[src/verilog/uhcrm_pkg.sv]
package uhcrm_pkg;
    // bus geometry
    localparam int ADDR_W = 17;
    localparam int DATA_W = 32;
    localparam logic [16:0] SPACE_LAST = 17'h003FF;
    // region bases
    localparam logic [16:0] OPER_BASE = 17'h00000;
    localparam logic [16:0] OPER_LAST = 17'h001FF;
    localparam logic [16:0] PERI_BASE = 17'h00200;
    localparam logic [16:0] PERI_LAST = 17'h002FF;
    localparam logic [16:0] CONF_BASE = 17'h00300;
    localparam logic [16:0] CONF_LAST = 17'h003FF;
    // capability registers
    localparam logic [16:0] CAP_LEN_OFS = 17'h00000;
    localparam logic [16:0] IF_VER_OFS = 17'h00002;
    localparam logic [16:0] STRUCT_OFS = 17'h00004;
    localparam logic [16:0] CAPPAR_OFS = 17'h00008;
    localparam logic [7:0] CAP_LEN_VAL = 8'h20;
    localparam logic [15:0] IF_VER_VAL = 16'h0100;
    // structural parameter fields
    localparam int PORTS_LSB = 0;
    localparam int PORT_POWER_BIT = 4;
    localparam int ROUTE_BIT = 7;
    localparam int PPCC_LSB = 8;
    localparam int CCOUNT_LSB = 12;
    localparam int INDIC_BIT = 16;
    localparam int DEBUG_LSB = 20;
    localparam logic [3:0] PORTS_VAL = 4'h1;
    localparam logic [3:0] DEBUG_VAL = 4'h0;
    localparam logic [31:0] CAPPAR_VAL = 32'h00000086;
    // capability parameter fields
    localparam int FRAME_FLAG_BIT = 1;
    localparam int PARK_BIT = 2;
    localparam int ISO_THRESH_LSB = 4;
    localparam int EXT_CAP_LSB = 8;
    localparam logic FRAME_FLAG_VAL = 1'h1;
    localparam logic PARK_VAL = 1'h1;
    localparam logic [3:0] ISO_THRESH_VAL = 4'h8;
    localparam logic [7:0] EXT_CAP_VAL = 8'h00;
    // register cell table, writable and read-only entries
    localparam int NREG = 34;
    localparam logic [16:0] REG_OFS [NREG] = '{
        17'h00020, 17'h00024, 17'h00028, 17'h0002C, 17'h00060, 17'h00064,
        17'h00130, 17'h00134, 17'h00138, 17'h00140, 17'h00144, 17'h00148,
        17'h00150, 17'h00154, 17'h00158, 17'h00300, 17'h00308, 17'h0030C,
        17'h00310, 17'h00314, 17'h00318, 17'h0031C, 17'h00320, 17'h00324,
        17'h00328, 17'h0032C, 17'h00330, 17'h00334, 17'h00338, 17'h0033C,
        17'h00340, 17'h00344, 17'h00354, 17'h00304};
    localparam logic [31:0] REG_RST [NREG] = '{
        32'h00080B00, 32'h00000000, 32'h00000000, 32'h00000000, 32'h00000000,
        32'h00002000, 32'h00000000, 32'hFFFFFFFF, 32'h00000000, 32'h00000000,
        32'hFFFFFFFF, 32'h00000000, 32'h00000000, 32'hFFFFFFFF, 32'h00000000,
        32'h00000100, 32'h00000000, 32'h00000000, 32'h00000000, 32'h00000000,
        32'h00000000, 32'h00000000, 32'h00000000, 32'h00000000, 32'h00000000,
        32'h00000000, 32'h00000000, 32'h00000000, 32'h00000000, 32'h00000000,
        32'h0000000F, 32'h00000000, 32'h03E81BA0, 32'h00000000};
    // read-only entries: done maps and identifier
    localparam logic [NREG-1:0] REG_RO = 34'h200001240;
    localparam int CHIP_ID_IDX = 33;
    // table entries mirrored on outputs
    localparam int CMD_IDX = 0;
    localparam int PWRDN_IDX = 32;
    // controller command register fields
    localparam logic [3:0] CMD_OFS = 4'h0;
    localparam logic [3:0] CMD_DATA = 4'h4;
    localparam logic [3:0] CMD_CTRL = 4'h8;
    localparam logic [3:0] CMD_STAT = 4'hC;
    localparam int CTRL_GO = 0;
    localparam int CTRL_WR = 1;
endpackage : uhcrm_pkg

[src/verilog/uhcrm_if.sv]
`timescale 1ns/100ps
`default_nettype none
interface uhcrm_if;
    logic [16:0] addr;
    logic [31:0] wdata;
    logic [31:0] rdata;
    logic wrStrobe;
    logic rdStrobe;
    logic rdValid;
    modport device (input addr, input wdata, input wrStrobe, input rdStrobe,
        output rdata, output rdValid);
    modport host (output addr, output wdata, output wrStrobe, output rdStrobe,
        input rdata, input rdValid);
endinterface : uhcrm_if
`default_nettype wire

[src/verilog/uhcrm_word_reg.sv]
`timescale 1ns/100ps
`default_nettype none
// one 32-bit register cell with reset value and write protection
module uhcrm_word_reg #(
    parameter logic [31:0] RST = 32'h00000000,
    parameter bit RO = 1'b0
) (
    input wire logic ref_clk,
    input wire logic resetn,
    input wire logic wrEn,
    input wire logic [31:0] wdata,
    output logic [31:0] value
);
    // reset value, then full-word writes unless read-only
    always_ff @(posedge ref_clk) begin
        if (!resetn) begin
            value <= RST;
        end else if (wrEn && !RO) begin
            value <= wdata;
        end
    end
endmodule : uhcrm_word_reg
`default_nettype wire

[src/verilog/uhcrm_device.sv]
// The strobed register port was left to the implementer.
`timescale 1ns/100ps
`default_nettype none
// How it works
// - decode 0000h-03FFh, whole 32-bit words only
// - operational, peripheral, configuration address regions
// - seventeen address lines on the bus
// - no byte access; address bits one and zero ignored
// - capability length reads constant 20h
// - interface version reads constant 0100h
// - structural parameters: one downstream port
// - port power control bit reads one
// - debug port index field reads zero
// - companion count and ports-per-companion zero
// - routing method and indicator bits zero
// - reserved structural bits read zero
// - skip maps reset ones, done/last zero
// - command, port, power-down reset values
// - capability parameters register at 0008h
module uhcrm_device
    import uhcrm_pkg::*;
#(
    parameter logic [31:0] CHIP_ID = 32'h0000A5A5 // arbitrary value
) (
    input wire logic ref_clk,
    input wire logic resetn,
    uhcrm_if.device bus,
    output logic [31:0] hostCommand,
    output logic [31:0] powerDownControl,
    output logic [1:0] lastRegion
);
    ////////////////////////////////////////////////////////////////////////
    // address decode
    logic [16:0] wordAddr;
    logic inSpace;
    logic inOper;
    logic inPeri;
    logic inConf;
    logic wrOk;
    logic [1:0] regionNow;
    // register cells and their read chain
    logic [31:0] regVal [NREG];
    logic [NREG-1:0] hit;
    logic [31:0] tableRd [NREG + 1];
    // capability words and read multiplexer
    logic [31:0] structuralParameters;
    logic [31:0] capabilityParameters;
    logic [31:0] capWord0;
    logic [31:0] capRd;
    logic [31:0] rdMux;

    // word-aligned address: low two bits never select bytes
    assign wordAddr = {bus.addr[16:2], 2'b00};
    assign inSpace = (bus.addr <= SPACE_LAST);

    // region flags for the current address
    assign inOper = (bus.addr <= OPER_LAST);
    assign inPeri = (bus.addr >= PERI_BASE) && (bus.addr <= PERI_LAST);
    assign inConf = (bus.addr >= CONF_BASE) && (bus.addr <= CONF_LAST);

    // writes land only in operational and configuration space
    assign wrOk = bus.wrStrobe && (inOper || inConf);

    // region code: 0 operational, 1 peripheral, 2 configuration, 3 outside
    always_comb begin
        regionNow = 2'h3;
        if (inOper) begin
            regionNow = 2'h0;
        end else if (inPeri) begin
            regionNow = 2'h1;
        end else if (inConf) begin
            regionNow = 2'h2;
        end
    end

    // structural parameters built field by field, reserved bits zero
    always_comb begin
        structuralParameters = 32'h00000000;
        structuralParameters[PORTS_LSB +: 4] = PORTS_VAL;
        structuralParameters[PORT_POWER_BIT] = 1'b1;
        structuralParameters[ROUTE_BIT] = 1'b0;
        structuralParameters[PPCC_LSB +: 4] = 4'h0;
        structuralParameters[CCOUNT_LSB +: 4] = 4'h0;
        structuralParameters[INDIC_BIT] = 1'b0;
        structuralParameters[DEBUG_LSB +: 4] = DEBUG_VAL;
    end
    // word 0 packs capability length low and interface version high
    assign capWord0 = {IF_VER_VAL, 8'h00, CAP_LEN_VAL};

    // capability parameters built field by field, reserved bits zero
    always_comb begin
        capabilityParameters = 32'h00000000;
        capabilityParameters[FRAME_FLAG_BIT] = FRAME_FLAG_VAL;
        capabilityParameters[PARK_BIT] = PARK_VAL;
        capabilityParameters[ISO_THRESH_LSB +: 4] = ISO_THRESH_VAL;
        capabilityParameters[EXT_CAP_LSB +: 8] = EXT_CAP_VAL;
    end

    // capability block: three constant words, anything else reads zero
    always_comb begin
        capRd = 32'h00000000;
        case (wordAddr)
            CAP_LEN_OFS: begin
                capRd = capWord0;
            end
            STRUCT_OFS: begin
                capRd = structuralParameters;
            end
            CAPPAR_OFS: begin
                capRd = capabilityParameters;
            end
            default: begin
                capRd = 32'h00000000;
            end
        endcase
    end

    ////////////////////////////////////////////////////////////////////////
    // register cells, one per table entry
    assign tableRd[0] = 32'h00000000;
    genvar gi;
    generate
        for (gi = 0; gi < NREG; gi++) begin : gReg
            assign hit[gi] = inSpace && (wordAddr == REG_OFS[gi]);
            assign tableRd[gi + 1] = tableRd[gi] | (hit[gi] ? regVal[gi] : 32'h00000000);
            uhcrm_word_reg #(
                .RST(gi == CHIP_ID_IDX ? CHIP_ID : REG_RST[gi]),
                .RO(REG_RO[gi])
            ) uReg (
                .ref_clk(ref_clk),
                .resetn(resetn),
                .wrEn(wrOk && hit[gi]),
                .wdata(bus.wdata),
                .value(regVal[gi])
            );
        end
    endgenerate

    // read multiplexer; holes, peripheral space and outside addresses give zero
    always_comb begin
        rdMux = 32'h00000000;
        if (inSpace) begin
            rdMux = capRd | tableRd[NREG];
        end
    end

    ////////////////////////////////////////////////////////////////////////
    // answer flag one cycle after the read strobe
    always_ff @(posedge ref_clk) begin
        if (!resetn) begin
            bus.rdValid <= 1'b0;
        end else begin
            bus.rdValid <= bus.rdStrobe;
        end
    end

    // read data stand one cycle, zero otherwise
    always_ff @(posedge ref_clk) begin
        if (!resetn) begin
            bus.rdata <= 32'h00000000;
        end else begin
            bus.rdata <= bus.rdStrobe ? rdMux : 32'h00000000;
        end
    end

    // region of the last access
    always_ff @(posedge ref_clk) begin
        if (!resetn) begin
            lastRegion <= 2'h0;
        end else if (bus.rdStrobe || bus.wrStrobe) begin
            lastRegion <= regionNow;
        end
    end

    // mirror of the command register, one cycle behind the cell
    always_ff @(posedge ref_clk) begin
        if (!resetn) begin
            hostCommand <= REG_RST[CMD_IDX];
        end else begin
            hostCommand <= regVal[CMD_IDX];
        end
    end

    // mirror of the power-down control register
    always_ff @(posedge ref_clk) begin
        if (!resetn) begin
            powerDownControl <= REG_RST[PWRDN_IDX];
        end else begin
            powerDownControl <= regVal[PWRDN_IDX];
        end
    end
endmodule : uhcrm_device
`default_nettype wire

[src/flat_wrapper.sv]
// flat-port wrapper written by rule: the top's interface ports become plain ports
module uhcrm_device_flat import uhcrm_pkg::*;
#(
    parameter logic [31:0] CHIP_ID = 32'h0000A5A5                   
)
  (ref_clk, resetn, hostCommand, powerDownControl, lastRegion, bus_addr, bus_wdata, bus_wrStrobe, bus_rdStrobe, bus_rdata, bus_rdValid);
  uhcrm_if bus_i ();
  input wire logic ref_clk;
  input wire logic resetn;
  output logic [31:0] hostCommand;
  output logic [31:0] powerDownControl;
  output logic [1:0] lastRegion;
  input wire logic [$bits(bus_i.addr)-1:0] bus_addr;
  input wire logic [$bits(bus_i.wdata)-1:0] bus_wdata;
  input wire logic [$bits(bus_i.wrStrobe)-1:0] bus_wrStrobe;
  input wire logic [$bits(bus_i.rdStrobe)-1:0] bus_rdStrobe;
  output wire logic [$bits(bus_i.rdata)-1:0] bus_rdata;
  output wire logic [$bits(bus_i.rdValid)-1:0] bus_rdValid;
  assign bus_i.addr = bus_addr;
  assign bus_i.wdata = bus_wdata;
  assign bus_i.wrStrobe = bus_wrStrobe;
  assign bus_i.rdStrobe = bus_rdStrobe;
  assign bus_rdata = bus_i.rdata;
  assign bus_rdValid = bus_i.rdValid;
  uhcrm_device #(.CHIP_ID(CHIP_ID)) u_core (.ref_clk(ref_clk), .resetn(resetn), .bus(bus_i), .hostCommand(hostCommand), .powerDownControl(powerDownControl), .lastRegion(lastRegion));
endmodule
[config.mk]
export PLATFORM = sky130hd
export DESIGN_NAME = uhcrm_device_flat
export DESIGN_NICKNAME = d
export VERILOG_FILES = /design/src/verilog/uhcrm_pkg.sv /design/src/verilog/uhcrm_if.sv /design/src/verilog/uhcrm_word_reg.sv /design/src/verilog/uhcrm_device.sv /design/src/flat_wrapper.sv
export SDC_FILE = /design/constraint.sdc
export NUM_CORES = 2
export LEC_CHECK = 0
export BUFFER_PORTS_ARGS = -buffer_cell sky130_fd_sc_hd__buf_2
export CAP_MARGIN = 30
export CORE_MARGIN = 2
export CORE_UTILIZATION = 65
export DETAILED_ROUTE_END_ITERATION = 7
export PLACE_DENSITY = 0.92
export SLEW_MARGIN = 10
export SYNTH_ARGS = -nofsm -noshare
export SYNTH_HDL_FRONTEND = slang
export SYNTH_HIERARCHICAL = 1
export SYNTH_SLANG_ARGS = --single-unit
[constraint.sdc]
create_clock -name ref_clk -period 6.6 [get_ports ref_clk]
set_input_delay 0.33 -clock ref_clk [delete_from_list [all_inputs] [get_ports ref_clk]]
set_output_delay 0.33 -clock ref_clk [all_outputs]
set_load 0.01 [all_outputs]
==> reports/qor.txt <==
clock sinks = 1059
Setup WS pre-CTS = 2.421 ns
Placer Congestion = 0.8529
worst vdd ir = 0.2353 mV
Logic pwr share = 0.027
Area Growth Syn to Fin = 5.833%
Netlist Area Pre-Place = 47690 µm²
synthesized instance count = 4310
reported max-cap violation count = 0
FP Rows = 99
Clock Power Share = 0.471
crit path cell chain = dlygate4sd3_1 > buf_2 > nand4bb_1 > nor4_4 > buf_4 > nor2b_4 > buf_4 > mux2i_1 > nand2_1
Fin Hold WS = 0.02236 ns
Crit path top cell by count = buf_4
Hold Crit Class = primary input to flip-flop
DIE AREA = 75550 µm²
share of cells above drive strength 1 = 0.1071
Detailed Routing Iterations Pass 1 = 8
Worst Max-Slew Pin Slew = 1.318 ns
PnR worst setup slack = 2.709 ns
Finished Layout Cells = 5348
Total Routing Usage GR = 0.3484
total power = 12.74 mW
global-route wire length before repair = 203600 µm
htree depth = 3
Hold Vio Cnt, Final = 0
die height = 274.9 µm
Starting Density = 0.6547
NetSw = 2.758 mW
Reg2Reg Setup Slack = 4.46 ns
antenna viol nets, final = 0
Setup violations, final = 0
crit-path max FO = 33
setup_tns = 0 ns
core area = 72830 µm²
routed len/inst = 25.48 µm
routed via count = 34770
DR DRC count = 0
CTS tree = yes
Die Width = 274.9 µm
I/O Buffers = 149
Seq pwr share = 0.502
Slew Viols, Final = 0
Nets = 4358
Data required, critical path = 7.11 ns
largest net degree at the start of global routing = 294
Final Cell Area = 50470 µm²
post-layout min period = 3.891 ns
drt first-iter violations = 5394
final WL = 136300 µm
Setup CP Type = primary input to flip-flop
pwr/cell area = 252.4 nW/µm²
HPWL after DPL = 75020 µm
crit path capture type = flip-flop
Skew-Pair Late Insertion Delay = 0.68 ns
crit share post-route = 0.5896
status = finished, final reports clean
LEAKAGE = 16.13 nW
FF-to-FF End = u_core/bus.rdata[31]
Net Sw Frac = 0.2165
fmax = 257.0 MHz
drt via density = 6.501
Fillers = 4765
CTS max path bufs = 3
worst setup path endpoint = u_core/gReg[10].uReg/value[12]
RSZ-0062 raised after global routing = false
internal power = 9.979 mW
startpoint types = primary input
initial antenna violation count = 10
Relative slew margins = 0.1216
RR Startpoint = u_core/gReg[8].uReg/value[31]
CTS Buf Count = 103
CP Launch Point = bus_addr[9]
placed cells = 5154
vias in the first global route = 34110
IO Count = 152
Worst path max stage delay = 0.90 ns
fin util = 0.6929
Critical Path Slowest Stage Cell = nor2b_4
Final Skew = 0.01969 ns
CP Data Arrival Time = 4.41 ns
Syn Area/Cell = 11.06 µm²
GRT Residual Overflow = 0
worst reg2reg path depth = 5
root buf cell = clkbuf_16
placed instance area = 46920 µm²
clock-pin slew on the worst setup and hold paths = 0.06 ns
YS warnings = 6
-- power by group through the flow --
stage	Sequential, mW	Clock [mW]	Combinational, mW
final	6.39	6.00	0.350
after global routing	6.39	6.27	0.365
after CTS	6.39	6.01	0.330
after detailed placement	6.53	0	0.329
after global placement	6.53	0	0.327
after floorplan	6.54	0	0.227
-- repair_timing --
action | 4_1_cts | 5_1_grt
endpoints found under the hold margin | 3 | 0
gates resized for setup | 0 | 0
buffers inserted | 0 | 0
endpoints found under the setup margin | 0 | 0
hold buffers | 2 | 0
-- sequential cells by signal, indices dropped and copies added (netlist names) --
register and count:
u_core/lastRegion 2, u_core/bus.rdata 32, u_core/gReg.uReg/value 960, u_core/hostCommand 32
u_core/bus.rdValid 1, u_core/powerDownControl 32
-- metal layers --
metal,track usage,vias up,wire [µm],part of all wire
li1,-,15130,-,-
met1,0.4526,16790,53110,0.39
met2,0.5408,2316,60000,0.44
met3,0.08135,519,15990,0.12
met4,0.1832,18,7063,0.052
met5,0,-,125,0.00092
-- worst max-delay path, delay by kind of cell --
| kind | cells | cell delay (ns) |
|---|---|---|
| buf+inv | 4 | 1.72 |
| simple gates | 4 | 2.04 |
| mux | 1 | 0.27 |
-- how the worst min path moves through the flow --
stage	depth (start not counted)	slack, ns	from	endpoint
5_1_grt	3	0.03	bus_addr[8]	u_core/lastRegion[1]
3_5_place_dp	2	0.46	u_core/gReg[13].uReg/value[16]	u_core/gReg[13].uReg/value[16]
2_1_floorplan	1	0.39	resetn	u_core/gReg[10].uReg/value[29]
4_1_cts	3	0.005	bus_addr[8]	u_core/lastRegion[1]
3_3_place_gp	2	0.45	u_core/gReg[10].uReg/value[28]	u_core/gReg[10].uReg/value[28]
6_report	3	0.02	bus_addr[8]	u_core/lastRegion[1]
-- cell type report --
type,instances,area [µm²],area share
Inverter,3,11.26,0.0002231
Clock inverter,34,386.6,0.007661
Timing Repair Buffer,234,1559,0.03089
Multi-Input combinational cell,2904,23050,0.4567
Clock buffer,153,3059,0.06062
Tap cell,959,1200,0.02378
Sequential cell,1059,21200,0.4201
Antenna cell,2,5.005,0.00009917
-- layout by cell type, fill, tap and decap left out, types with 6 or more instances in the layout --
| cell | n |
|---|---|
| nor2b_4 | 29 |
| nor3_1 | 29 |
| buf_2 | 148 |
| a22o_1 | 173 |
| nor2b_1 | 842 |
| nand4b_1 | 6 |
| a22oi_1 | 103 |
| bufinv_16 | 7 |
| nand2_1 | 151 |
| nor4_4 | 34 |
| clkinv_2 | 20 |
| and2_1 | 50 |
| a221oi_1 | 176 |
| a222oi_1 | 56 |
| nor2_1 | 15 |
| dfxtp_1 | 1059 |
| conb_1 | 128 |
| clkbuf_1 | 24 |
| clkbuf_16 | 106 |
| a31oi_1 | 6 |
| a41oi_1 | 12 |
| nand2b_1 | 17 |
| mux2i_1 | 960 |
| clkbuf_8 | 23 |
| buf_12 | 9 |
| buf_4 | 71 |
| nand3_1 | 48 |
| nand4_1 | 27 |
Power figures use the tool's default switching activity.
